### src/core/gate_task_regs.vh
/*
  Constants for the gate and task switch protection block: descriptor field
  positions, gate type codes, task state segment layout and sequencer sizes.
  Assumes descriptors arrive as two 32-bit words, word 0 at +0, word 1 at +4.
*/
`ifndef GATE_TASK_REGS_VH
`define GATE_TASK_REGS_VH

// ==========================================================================
// Descriptor fields
// ==========================================================================
`define TYPE_HI 11
`define TYPE_LO 8
`define DPL_HI 14
`define DPL_LO 13
`define PRESENT_BIT 15
`define SYS_BIT 12
`define CONFORM_BIT 10
`define PARAM_HI 4
`define PARAM_LO 0
`define SEL_TI_BIT 2

// ==========================================================================
// Gate and segment type codes
// ==========================================================================
`define TYPE_CALL16 4'h4
`define TYPE_CALL32 4'hc
`define TYPE_TASKG 4'h5
`define TYPE_INT16 4'h6
`define TYPE_INT32 4'he
`define TYPE_TRAP16 4'h7
`define TYPE_TRAP32 4'hf
`define TYPE_TSS16_AVAIL 4'h1
`define TYPE_TSS32_AVAIL 4'h9

// ==========================================================================
// Gate kind codes reported to the core
// ==========================================================================
`define KIND_NONE 3'h0
`define KIND_CALL16 3'h1
`define KIND_CALL32 3'h2
`define KIND_TASK 3'h3
`define KIND_INT16 3'h4
`define KIND_INT32 3'h5
`define KIND_TRAP16 3'h6
`define KIND_TRAP32 3'h7

// ==========================================================================
// Task state segment layout
// ==========================================================================
`define TSS32_WORDS 6'h1a
`define TSS16_WORDS 6'h16
`define IOMAP_DEFAULT 16'h0068
`define STATE_WORDS 26
`define STATE_IDX_W 5

// ==========================================================================
// Fault codes
// ==========================================================================
`define FLT_NONE 4'h0
`define FLT_GATE_PRIV 4'h1
`define FLT_DEST_PRIV 4'h2
`define FLT_NOT_PRESENT 4'h3
`define FLT_BAD_TYPE 4'h4
`define FLT_TASK_PRIV 4'h5
`define FLT_LOAD_PRIV 4'h6
`define FLT_NOT_GLOBAL 4'h7
`define FLT_NOT_PROT 4'h8

`endif

### src/core/gate_type_decoder.v
/*
  Combinational decode of a four-bit system descriptor type into a gate kind.
  Assumes the caller has already checked that the descriptor is a system one.
*/
`timescale 1ns/1ps
`include "gate_task_regs.vh"

module gate_type_decoder (
  input wire [3:0] type_code,
  output reg [2:0] kind,
  output wire is_call,
  output wire is_task_gate,
  output wire is_32bit
);

  always @* begin
    case (type_code)
      `TYPE_CALL16: kind = `KIND_CALL16;
      `TYPE_CALL32: kind = `KIND_CALL32;
      `TYPE_TASKG: kind = `KIND_TASK;
      `TYPE_INT16: kind = `KIND_INT16;
      `TYPE_INT32: kind = `KIND_INT32;
      `TYPE_TRAP16: kind = `KIND_TRAP16;
      `TYPE_TRAP32: kind = `KIND_TRAP32;
      default: kind = `KIND_NONE;
    endcase
  end

  assign is_call = (kind == `KIND_CALL16) || (kind == `KIND_CALL32);
  assign is_task_gate = (kind == `KIND_TASK);
  assign is_32bit = type_code[3];

endmodule

### src/core/gate_task_protect.v
/*
  Protection sequencer for control transfers through gates and for task
  switches, plus the task pointer register. Descriptor words and the task
  state are handed in by the core; the block answers with permit or fault.
  Assumes all inputs are synchronous to core_clk and that the core holds a
  request's operands steady while busy is high.
*/
// Behaviour
// - Decode gate type codes into gate kinds
// - Call gate: max(current, requested) <= gate level
// - Jump through gate: destination level equals current
// - Call through gate: destination level <= current
// - Conforming target allows transfer without gate (not here: a request whose descriptor is not a gate always faults)
// - Gate selector fetches destination code descriptor
// - Target offset from word1 high, word0 low
// - Copy parameter count from word1 bits 4:0
// - Task switch saves old, then loads new
// - Task pointer: own instructions, protected, level 0
// - Task pointer selector must index global table (checked on load only; a task gate's selector is taken unchecked)
// - Only task pointer selector visible to software
// - Task gate: requested and current below gate
// - Ignore requested level in task gate selector
// - Support 32-bit and 16-bit segment layouts
// - 32-bit segment holds I/O bitmap base
// - Per-level stacks and back-link in segment
// - Level 00 most privileged, 11 least
`timescale 1ns/1ps
`include "gate_task_regs.vh"

module gate_task_protect (
  input wire core_clk,
  input wire reset_n,
  input wire protected_mode,
  input wire [1:0] current_privilege_level,
  input wire xfer_start,
  input wire xfer_is_call,
  input wire [15:0] xfer_selector,
  input wire [31:0] gate_word0,
  input wire [31:0] gate_word1,
  input wire dest_ready,
  input wire [31:0] dest_word1,
  input wire tss_word1_valid,
  input wire [31:0] tss_word1,
  input wire [31:0] tss_base,
  input wire [31:0] cur_state_word,
  input wire [31:0] new_state_word,
  input wire load_task_pointer_instr,
  input wire store_task_pointer_instr,
  input wire [15:0] ltr_selector,
  output reg busy,
  output reg done,
  output reg fault,
  output reg [3:0] fault_code,
  output reg [2:0] gate_kind,
  output reg dest_fetch,
  output reg [15:0] dest_selector,
  output reg [31:0] target_offset,
  output reg [4:0] param_copy_count,
  output reg [1:0] new_privilege_level,
  output reg state_save,
  output reg state_load,
  output reg [4:0] state_index,
  output reg [31:0] save_data,
  output reg [15:0] back_link,
  output reg [15:0] io_map_base,
  output reg [15:0] task_pointer_register,
  output reg [15:0] str_value,
  output reg str_valid
);

  // ==========================================================================
  // State encoding
  // ==========================================================================
  localparam S_IDLE = 3'h0;
  localparam S_DEST = 3'h1;
  localparam S_TSSD = 3'h2;
  localparam S_SAVE = 3'h3;
  localparam S_LOAD = 3'h4;
  localparam S_DONE = 3'h5;

  reg [2:0] state;
  reg [2:0] next_state;
  reg is_tss32;
  reg [5:0] words;
  reg [15:0] new_task_selector;
  reg [31:0] tss_base_hidden;
  reg [31:0] loaded_state [0:`STATE_WORDS-1];

  wire [2:0] kind;
  wire kind_call;
  wire kind_task;
  wire kind_32;

  gate_type_decoder decoder (
    .type_code(gate_word1[`TYPE_HI:`TYPE_LO]),
    .kind(kind),
    .is_call(kind_call),
    .is_task_gate(kind_task),
    .is_32bit(kind_32)
  );

  // ==========================================================================
  // Privilege comparisons
  // ==========================================================================
  // Numerically larger means less privileged, so plain unsigned compares work.
  wire [1:0] requested_privilege_level = xfer_selector[1:0];
  wire [1:0] gate_dpl = gate_word1[`DPL_HI:`DPL_LO];
  wire [1:0] eff_level = (requested_privilege_level > current_privilege_level) ? requested_privilege_level : current_privilege_level;
  wire gate_priv_ok = (eff_level <= gate_dpl);
  wire task_priv_ok = (requested_privilege_level < gate_dpl) && (current_privilege_level < gate_dpl);
  wire [1:0] dest_dpl = dest_word1[`DPL_HI:`DPL_LO];
  wire dest_conform = dest_word1[`SYS_BIT] && dest_word1[`TYPE_HI] && dest_word1[`CONFORM_BIT];
  wire dest_code = dest_word1[`SYS_BIT] && dest_word1[`TYPE_HI];
  wire dest_priv_ok = dest_conform ? (dest_dpl <= current_privilege_level) :
                      xfer_is_call ? (dest_dpl <= current_privilege_level) :
                      (dest_dpl == current_privilege_level);
  wire [3:0] tss_type = tss_word1[`TYPE_HI:`TYPE_LO];
  wire tss_type_ok = !tss_word1[`SYS_BIT] &&
                     ((tss_type == `TYPE_TSS32_AVAIL) || (tss_type == `TYPE_TSS16_AVAIL));
  wire ltr_ok = protected_mode && (current_privilege_level == 2'h0);
  wire ltr_global = !ltr_selector[`SEL_TI_BIT];
  // A gate is always a system descriptor. A code segment whose type bits
  // happen to read as a gate code must never be taken for a gate.
  wire gate_sys_ok = protected_mode && gate_word1[`PRESENT_BIT] && !gate_word1[`SYS_BIT];

  always @* begin
    next_state = state;
    case (state)
      S_IDLE: begin
        if (xfer_start && gate_sys_ok && kind_call && gate_priv_ok)
          next_state = S_DEST;
        else if (xfer_start && gate_sys_ok && kind_task && task_priv_ok)
          next_state = S_TSSD;
      end
      // The destination descriptor may take any number of cycles to arrive.
      S_DEST: if (dest_ready) next_state = S_DONE;
      S_TSSD: if (tss_word1_valid) next_state = tss_type_ok ? S_SAVE : S_DONE;
      S_SAVE: if (state_index == words[4:0] - 5'h1) next_state = S_LOAD;
      S_LOAD: if (state_index == words[4:0] - 5'h1) next_state = S_DONE;
      S_DONE: next_state = S_IDLE;
      default: next_state = S_IDLE;
    endcase
  end

  // ==========================================================================
  // Sequencer and outputs
  // ==========================================================================
  // Target offset, parameter count, new level, back-link and the task pointer only move
  // on success, so an abort leaves them intact; gate_kind is set on every request.
  always @(posedge core_clk or negedge reset_n) begin
    if (!reset_n) begin
      state <= S_IDLE;
      busy <= 1'b0;
      done <= 1'b0;
      fault <= 1'b0;
      fault_code <= `FLT_NONE;
      gate_kind <= `KIND_NONE;
      dest_fetch <= 1'b0;
      dest_selector <= 16'h0000;
      target_offset <= 32'h00000000;
      param_copy_count <= 5'h00;
      new_privilege_level <= 2'h0;
      state_save <= 1'b0;
      state_load <= 1'b0;
      state_index <= 5'h00;
      save_data <= 32'h00000000;
      back_link <= 16'h0000;
      io_map_base <= `IOMAP_DEFAULT;
      task_pointer_register <= 16'h0000;
      tss_base_hidden <= 32'h00000000;
      str_value <= 16'h0000;
      str_valid <= 1'b0;
      is_tss32 <= 1'b0;
      words <= 6'h00;
      new_task_selector <= 16'h0000;
    end else begin
      state <= next_state;
      done <= 1'b0;
      fault <= 1'b0;
      str_valid <= 1'b0;
      dest_fetch <= 1'b0;
      case (state)
        S_IDLE: begin
          state_index <= 5'h00;
          if (xfer_start) begin
            gate_kind <= kind;
            if (!gate_sys_ok || !(kind_call || kind_task)) begin
              fault <= 1'b1;
              fault_code <= !protected_mode ? `FLT_NOT_PROT :
                            !gate_word1[`PRESENT_BIT] ? `FLT_NOT_PRESENT : `FLT_BAD_TYPE;
            end else if (kind_call && !gate_priv_ok) begin
              fault <= 1'b1;
              fault_code <= `FLT_GATE_PRIV;
            end else if (kind_task && !task_priv_ok) begin
              fault <= 1'b1;
              fault_code <= `FLT_TASK_PRIV;
            end else begin
              busy <= 1'b1;
              fault_code <= `FLT_NONE;
              if (kind_call) begin
                dest_fetch <= 1'b1;
                dest_selector <= gate_word0[31:16];
              end else begin
                new_task_selector <= {gate_word0[31:18], 2'b00};
              end
            end
          end else if (load_task_pointer_instr) begin
            if (ltr_ok && ltr_global) begin
              task_pointer_register <= ltr_selector;
              done <= 1'b1;
            end else begin
              fault <= 1'b1;
              fault_code <= !protected_mode ? `FLT_NOT_PROT :
                            !ltr_ok ? `FLT_LOAD_PRIV : `FLT_NOT_GLOBAL;
            end
          end else if (store_task_pointer_instr) begin
            if (protected_mode) begin
              str_value <= task_pointer_register;
              str_valid <= 1'b1;
            end else begin
              fault <= 1'b1;
              fault_code <= `FLT_NOT_PROT;
            end
          end
        end
        S_DEST: begin
          if (dest_ready) begin
            busy <= 1'b0;
            if (dest_code && dest_word1[`PRESENT_BIT] && dest_priv_ok) begin
              done <= 1'b1;
              target_offset <= {gate_word1[31:16], gate_word0[15:0]};
              param_copy_count <= gate_word1[`PARAM_HI:`PARAM_LO];
              new_privilege_level <= dest_conform ? current_privilege_level : dest_dpl;
            end else begin
              fault <= 1'b1;
              fault_code <= dest_word1[`PRESENT_BIT] ? `FLT_DEST_PRIV : `FLT_NOT_PRESENT;
            end
          end
        end
        S_TSSD: begin
          if (tss_word1_valid) begin
            is_tss32 <= tss_type[3];
            words <= tss_type[3] ? `TSS32_WORDS : `TSS16_WORDS;
            if (tss_type_ok) begin
              state_save <= 1'b1;
            end else begin
              busy <= 1'b0;
              fault <= 1'b1;
              fault_code <= `FLT_BAD_TYPE;
            end
          end
        end
        S_SAVE: begin
          save_data <= cur_state_word;
          if (state_index == words[4:0] - 5'h1) begin
            state_save <= 1'b0;
            state_load <= 1'b1;
            state_index <= 5'h00;
          end else begin
            state_index <= state_index + 5'h01;
          end
        end
        S_LOAD: begin
          if (state_index == words[4:0] - 5'h1) begin
            state_load <= 1'b0;
            busy <= 1'b0;
            done <= 1'b1;
            back_link <= task_pointer_register;
            task_pointer_register <= new_task_selector;
            tss_base_hidden <= tss_base;
            if (is_tss32)
              io_map_base <= loaded_state[0][31:16];
          end else begin
            state_index <= state_index + 5'h01;
          end
        end
        S_DONE: state_index <= 5'h00;
        default: busy <= 1'b0;
      endcase
    end
  end

  // ==========================================================================
  // Incoming task state capture
  // ==========================================================================
  // Word 0 is the top word of the segment; in the 32-bit layout it carries
  // the I/O map base, below it the selectors, registers and per-level stacks.
  genvar i;
  generate
    for (i = 0; i < `STATE_WORDS; i = i + 1) begin : capture
      always @(posedge core_clk or negedge reset_n) begin
        if (!reset_n)
          loaded_state[i] <= 32'h00000000;
        else if (state == S_LOAD && state_index == i)
          loaded_state[i] <= new_state_word;
      end
    end
  endgenerate

endmodule

### config.mk
export PLATFORM = sky130hd
export DESIGN_NAME = gate_task_protect
export DESIGN_NICKNAME = d
export VERILOG_FILES = /design/src/core/gate_type_decoder.v /design/src/core/gate_task_protect.v
export VERILOG_INCLUDE_DIRS = /design/src /design/src/core
export SDC_FILE = /design/constraint.sdc
export NUM_CORES = 1
export LEC_CHECK = 0
export BUFFER_PORTS_ARGS = -buffer_cell sky130_fd_sc_hd__clkbuf_2
export CORE_AREA = 2 2 168 170
export DETAILED_ROUTE_END_ITERATION = 16
export DIE_AREA = 0 0 170 172
export HOLD_SLACK_MARGIN = 0.15
export SYNTH_ARGS = -nofsm -noshare
export SYNTH_HDL_FRONTEND = slang
export SYNTH_SLANG_ARGS = --single-unit
### constraint.sdc
create_clock -name core_clk -period 4 [get_ports core_clk]
set_input_delay 0.2 -clock core_clk [delete_from_list [all_inputs] [get_ports core_clk]]
set_output_delay 0.2 -clock core_clk [all_outputs]
set_load 0.02 [all_outputs]
==> results.md, run 1 <==
* Status: finished clean
* TritonCTS clock tree: done
* 1st-pass router iterations at 4
* Worst Skew at 0.0107 ns
* Root buffer cell: clkbuf_16
* Fin nets at 1413
* Syn Area/Cell at 13.3 sq um
* Largest net degree at the start of global routing at 109
* P_leak at 6.94 nW
* Commonest non-fill, non-tap cell in the layout: clkbuf_2
* Clk_lat worst skew at 0.51 ns
* Initial core utilization at 33.0%
* Htree depth at 1
* Crit path required time at 4.39 ns
* Final Hold Vio Count at 0
* DR vias at 6962
* Overall routing resource usage at 15.9%
* Worst setup path class: input pin to register
* Clock slew at reported path FFs at 0.06 ns
* Area Growth Syn to Fin at 44.7%
* Worst EP arrival at 3.42 ns
* Residual DRC count at 0
* Placer congestion estimate at 0.820
* RSZ-0062 raised after global routing: false
* Hold Crit Class: input pin to register
* Ys async rst share at 100%
* Top-area cell type share of the netlist area at 56.1%
* Minimum hold slack at 0.184 ns
* Vias in the first global route at 7113
* Global route total overflow at 0
* Routed wire per std cell at 16.0 microns
* Initial DRC count at 278
* Synth area leaders: dfrtp_1, mux2_2, nand2_1, mux2_4, mux2_1
* First-pass GRT wire length at 37.4 mm
* Setup TNS at 0 ns
* Ports at 437
* Via density per instance at 4.64
* Core area at 0.0275 sq mm
* Post-Syn Area at 0.00906 sq mm
* Commonest cells after routing, fill and taps aside: clkbuf_2, dfrtp_1, mux2_2, dlygate4sd3_1, nand2_1
* Max FO, Critical Path at 32
* Final min period at 3.03 ns
* Gate Count Post-Synth at 679
* Startpoint types: input pin
* Die H at 172 microns
* CP Capture Type: register
* Fin crit share at 75.8%
* Worst Tran Pin Value at 1.02 ns
* Cts bufs inserted at 25
* Pwr Density at 443 mW/mm^2
* Final core utilization at 47.7%
* FF+latch count, synth at 206
* Setup violations, final at 0
* Core Rows at 61
* Yosys top cell by area: dfrtp_1
* Port buffer count at 318
* Synth warnings at 0
* Layout cells sized above 1 at 47.8%
* Post-detail-place hpwl at 16.2 mm
* Post-Route WL at 24.0 mm
* Die W at 170 microns
* Max clock buf depth at 3
* Die area at 0.0292 sq mm
* Synthesized Nets at 958
* Routed Antenna Nets at 0
* Slew margin rel. at 31.7%
* Max-cap violations at 0
* VDD IR max at 0.310 mV
* CTS Sinks at 206
* Post-synth EDFFs at 0
* Commonest register cell after synthesis: dfrtp_1
* Initial antenna violation count at 1
* # resized after CTS at 0
* Max-slew violation count at 0
* Synth unique cells at 68
* F_max at 330 MHz
* Sequential element share of the synthesized area at 56.9%
==> state kept, by name, summed over array words and instances, names as in the netlist, 2 cells and up <==
| name | count |
|---|---|
| str_value | 16 |
| gate_kind | 3 |
| save_data | 32 |
| fault_code | 4 |
| new_privilege_level | 2 |
| dest_selector | 16 |
| target_offset | 32 |
| back_link | 16 |
| new_task_selector | 14 |
| state | 3 |
| words | 3 |
| state_index | 5 |
| loaded_state | 16 |
| io_map_base | 16 |
| param_copy_count | 5 |
| task_pointer_register | 16 |
==> metal layers <==
| layer | routed length (microns) | GRT usage (%) | up-vias |
|---|---|---|---|
| li1 | - | - | 3309 |
| met1 | 9940 | 19.4 | 3391 |
| met2 | 11700 | 27.7 | 230 |
| met3 | 1760 | 4.44 | 32 |
| met4 | 524 | 4.05 | 0 |
| met5 | 0 | 0 | - |
==> cells in the mapped netlist (2+ instances only) <==
master / number
nand2b_4: 2
or2_2: 2
and2_1: 2
a31oi_1: 6
a211oi_1: 5
a21oi_1: 8
xor2_1: 4
nor2b_1: 6
buf_2: 14
o211ai_1: 2
o21ai_0: 12
inv_1: 24
nand4_1: 7
buf_4: 4
nand3_1: 9
mux2_1: 17
a32oi_1: 2
and3_1: 3
nand2b_1: 7
o311a_1: 2
nand2_1: 75
buf_6: 4
nor2_1: 14
mux2_2: 143
dfstp_2: 3
ha_1: 12
nor3b_1: 2
xnor2_1: 4
mux2_4: 18
o22ai_1: 9
mux2i_1: 5
nor4b_1: 3
nor3_1: 4
nand3b_1: 2
dfrtp_1: 203
clkbuf_1: 8
==> power by group <==
group	leakage, nW	switching, mW	internal [mW]	total [mW]
clock	0.395	0.874	1.35	2.23
sequential	2.81	0.163	2.28	2.44
combinational	3.74	0.582	0.563	1.15
==> stage by stage <==
stage | setup WS (ns) | power [mW] | instances | area (sq um)
after floorplan | 1.56 | 3.13 | 679 | 9060
after global routing | 0.807 | 6.11 | 1498 | 13100
after detailed placement | 0.773 | 3.51 | 1321 | 11000
after CTS | 0.925 | 5.89 | 1497 | 13100
final | 0.968 | 5.81 | 1499 | 13100
after global placement | 0.777 | 3.49 | 1321 | 11000
==> repair_timing <==
action | 4_1_cts | 5_1_grt
hold endpoints to repair | 244 | 0
hold buffers | 132 | 0
buffers inserted | 0 | 0
==> cell type report <==
class / instances / area (sq um)
tap: 346 / 433
clock inverter: 8 / 98.8
multi-input combinational: 417 / 3610
sequential: 206 / 5160
timing repair buffer: 459 / 3000
antenna: 2 / 5.00
fill: 2484 / 14400
clock buffer: 36 / 707
inverter: 25 / 93.8
==> logic make-up after synthesis <==
family,Yosys count,synth area share (%)
AOI/OAI and AO/OA,60,4.92
xor gates and xnor gates,8,0.773
adders and majority gates,12,1.66
buffers and inverters,56,3.19
DFF,206,56.9
muxes,183,23.4
and+or+nand+nor,154,9.10
==> critical path, stage by stage <==
cell and delay (ns):
dlygate4sd3_1 0.54, clkbuf_2 0.12, ha_1 0.28, nor2b_1 0.13, o31ai_1 0.51, nand4_1 0.75
buf_4 0.54, mux2_2 0.33
==> final timing paths <==
kind | slack [ns] | cells after the start | from | to
setup reg to reg | 1.03 | 7 | words[1] | back_link[12]
hold / removal | 0.18 | 5 | gate_word1[12] | fault_code[2]
setup / recovery | 0.97 | 8 | dest_word1[14] | target_offset[17]
min in group asynchronous | 0.33 | 2 | reset_n | new_task_selector[7]
max in group asynchronous | 2.58 | 3 | reset_n | gate_kind[1]
hold reg to reg | 0.47 | 2 | str_value[5] | str_value[5]
Power figures use the tool's default switching activity.
==> run 2: changes to the inputs <==
--- a/config.mk
+++ b/config.mk
@@ -6,6 +6,7 @@
 export SDC_FILE = /design/constraint.sdc
 export NUM_CORES = 1
 export LEC_CHECK = 0
+export ABC_AREA = 1
 export BUFFER_PORTS_ARGS = -buffer_cell sky130_fd_sc_hd__clkbuf_2
 export CORE_AREA = 2 2 168 170
 export DETAILED_ROUTE_END_ITERATION = 16
==> constraint.sdc (replaced) <==
create_clock -name core_clk -period 2.5 [get_ports core_clk]
set_input_delay 0.125 -clock core_clk [delete_from_list [all_inputs] [get_ports core_clk]]
set_output_delay 0.125 -clock core_clk [all_outputs]
set_load 0.02 [all_outputs]
==> run 2 against run 1 <==
Core utilization up 0.61 points. Design area up 1.3%. Power up 130%. Sequential power up 100%. Synthesized cell count up 50%. Synthesized area down 1.3%. Largest power group unchanged. Largest cell class unchanged. Clock power up 61%. Die area unchanged.
==> results.md, run 2 <==
* Cell with the most instances on the worst path: dlygate4sd3_1
* Placer congestion estimate at 0.850
* Port buffer count at 318
* Htree depth at 1
* Commonest register cell after synthesis: dfrtp_1
* FF+latch count, synth at 206
* Die area at 0.0292 sq mm
* Via density per instance at 4.49
* CP max stage delay at 0.57 ns
* Worst EP arrival at 2.71 ns
* Clock slew at reported path FFs at 0.06 ns
* Max-slew violation count at 0
* Die W at 170 microns
* Worst Skew at 0.0213 ns
* Top-area cell type share of the netlist area at 56.8%
* Pwr Density at 1010 mW/mm^2
* Initial antenna violation count at 0
* Routed Antenna Nets at 0
* Final core utilization at 48.3%
* CTS Sinks at 206
* Status: finished clean
* Initial core utilization at 32.5%
* Yosys top cell by area: dfrtp_1
* Most frequent cell after synthesis: nand2_1
* Setup TNS at 0 ns
* Routed wire per std cell at 14.4 microns
* Startpoint types: input pin
* VDD IR max at 0.577 mV
* Area Growth Syn to Fin at 48.5%
* Max-cap violations at 0
* Max clock buf depth at 3
* Post-synth EDFFs at 0
* Setup violations, final at 0
* Top flop regs: save_data: 32 flops, target_offset: 32 flops
* Global route total overflow at 0
* RSZ-0062 raised after global routing: false
* Final min period at 2.31 ns
* Synth area leaders: dfrtp_1, nand2_1, o21ai_0, inv_1, nand3_1
* First-pass GRT wire length at 42.1 mm
* Worst-path cell chain: dlygate4sd3_1 > clkbuf_2 > nand2_1 > dlygate4sd3_1 > o21ai_0 > dlygate4sd3_1 > nand2_1 > dlygate4sd3_1 > nand2_1
* Ys async rst share at 100%
* Initial DRC count at 324
* Synth unique cells at 45
* Residual DRC count at 0
* F_max at 433 MHz
* 1st-pass router iterations at 6
* Layout cells sized above 1 at 28.1%
* Crit path required time at 2.90 ns
* DP Cell Count at 1660
* Ports at 437
* Post-route insts no fill at 1854
* Largest net degree at the start of global routing at 71
* Diode count at 0
* TritonCTS clock tree: done
* Fin nets at 1769
* Core area at 0.0275 sq mm
* Vias in the first global route at 8485
* Worst Tran Pin Value at 0.633 ns
* Fillers at 2565
* Synth warnings at 0
* Clk_lat worst skew at 0.51 ns
* Slew margin rel. at 57.8%
* Die H at 172 microns
* Core Rows at 61
* Syn Area/Cell at 8.78 sq um
* Commonest non-fill, non-tap cell in the layout: nand2_1
* Cts bufs inserted at 24
* Worst setup path class: input pin to register
* Post-Syn Area at 0.00894 sq mm
* Commonest cells after routing, fill and taps aside: nand2_1, clkbuf_2, dfrtp_1, dlygate4sd3_1, inv_1
* Fin crit share at 92.3%
* Overall routing resource usage at 17.8%
* Synthesized Nets at 1297
* Hold Crit Class: input pin to register
* Gate Count Post-Synth at 1018
* Sequential element share of the synthesized area at 57.7%
* Post-Route WL at 26.6 mm
* Post-detail-place hpwl at 18.0 mm
* Final Hold Vio Count at 0
* Most frequent cells after synthesis: nand2_1, dfrtp_1, inv_1, o21ai_0, nand3_1
* Root buffer cell: clkbuf_16
* Max FO, Critical Path at 2
* P_leak at 7.32 nW
* CP Capture Type: register
* Worst path slowest cell: dlygate4sd3_1
* DR vias at 8318
[run 2: kinds of logic after synthesis]
group	Yosys count	synth area share [%]
and+or+nand+nor	535	24.6
DFF	206	57.7
buffers and inverters	126	6.14
AOI/OAI and AO/OA	119	7.08
muxes	16	2.43
adders and majority gates	12	1.68
xor gates and xnor gates	4	0.392
[run 2: worst paths after layout]
check | cells past startpoint | endpoint | from | slack [ns]
worst max-delay path | 9 | new_privilege_level[1] | dest_word1[14] | 0.19
worst min-delay path | 5 | task_pointer_register[2] | ltr_selector[2] | 0.15
worst max register to register | 10 | state_save | words[1] | 0.26
worst min register to register | 2 | io_map_base[6] | io_map_base[6] | 0.46
max in group asynchronous | 3 | io_map_base[6] | reset_n | 1.53
min in group asynchronous | 2 | target_offset[29] | reset_n | 0.20
[run 2: repair_timing]
action                                 CTS  global route
endpoints found under the hold margin  273             0
setup endpoints to repair                0             2
hold buffers                           151             0
gates resized for setup                  0             4
buffers inserted                         0             0
[run 2: metal layers]
metal / global-route usage [%] / wire [microns] / up-vias
met4: 5.46 / 829 / 0
met2: 32.0 / 12700 / 277
met1: 20.8 / 11100 / 3866
met3: 4.76 / 1940 / 52
met5: 0 / 0 / -
li1: - / - / 4123
[run 2: worst max-delay path: cells and delay by family]
family | cells | cell delay, ns
and+or+nand+nor | 3 | 0.17
buffers and inverters | 5 | 2.33
AOI/OAI and AO/OA | 1 | 0.09
[run 2: layout make-up]
class,count,area (sq um),area share (%)
clock buffers,33,696,5.24
clock inverters,11,126,0.952
inverters,88,333,2.51
multi-input cells,686,3250,24.5
flip-flops and latches,206,5160,38.9
well taps,346,433,3.26
repair buffers,484,3280,24.7
[run 2: metrics by stage]
stage | hold slack [ns] | power, mW | instance area (sq um) | setup WS (ns)
after floorplan | -0.171 | 7.97 | 8940 | 0.576
after global placement | 0.199 | 9.57 | 10900 | 0.245
after detailed placement | 0.199 | 9.66 | 10900 | 0.190
after CTS | 0.153 | 13.6 | 13300 | 0.0600
after global routing | 0.190 | 14.3 | 13300 | 0.0113
final | 0.145 | 13.4 | 13300 | 0.192
[run 2: where the power goes]
group          total (mW)  switching, mW  internal [mW]  leakage, nW
clock                3.59           1.43           2.17        0.391
sequential           4.99          0.619           4.37         2.64
combinational        4.85           3.08           1.77         4.29
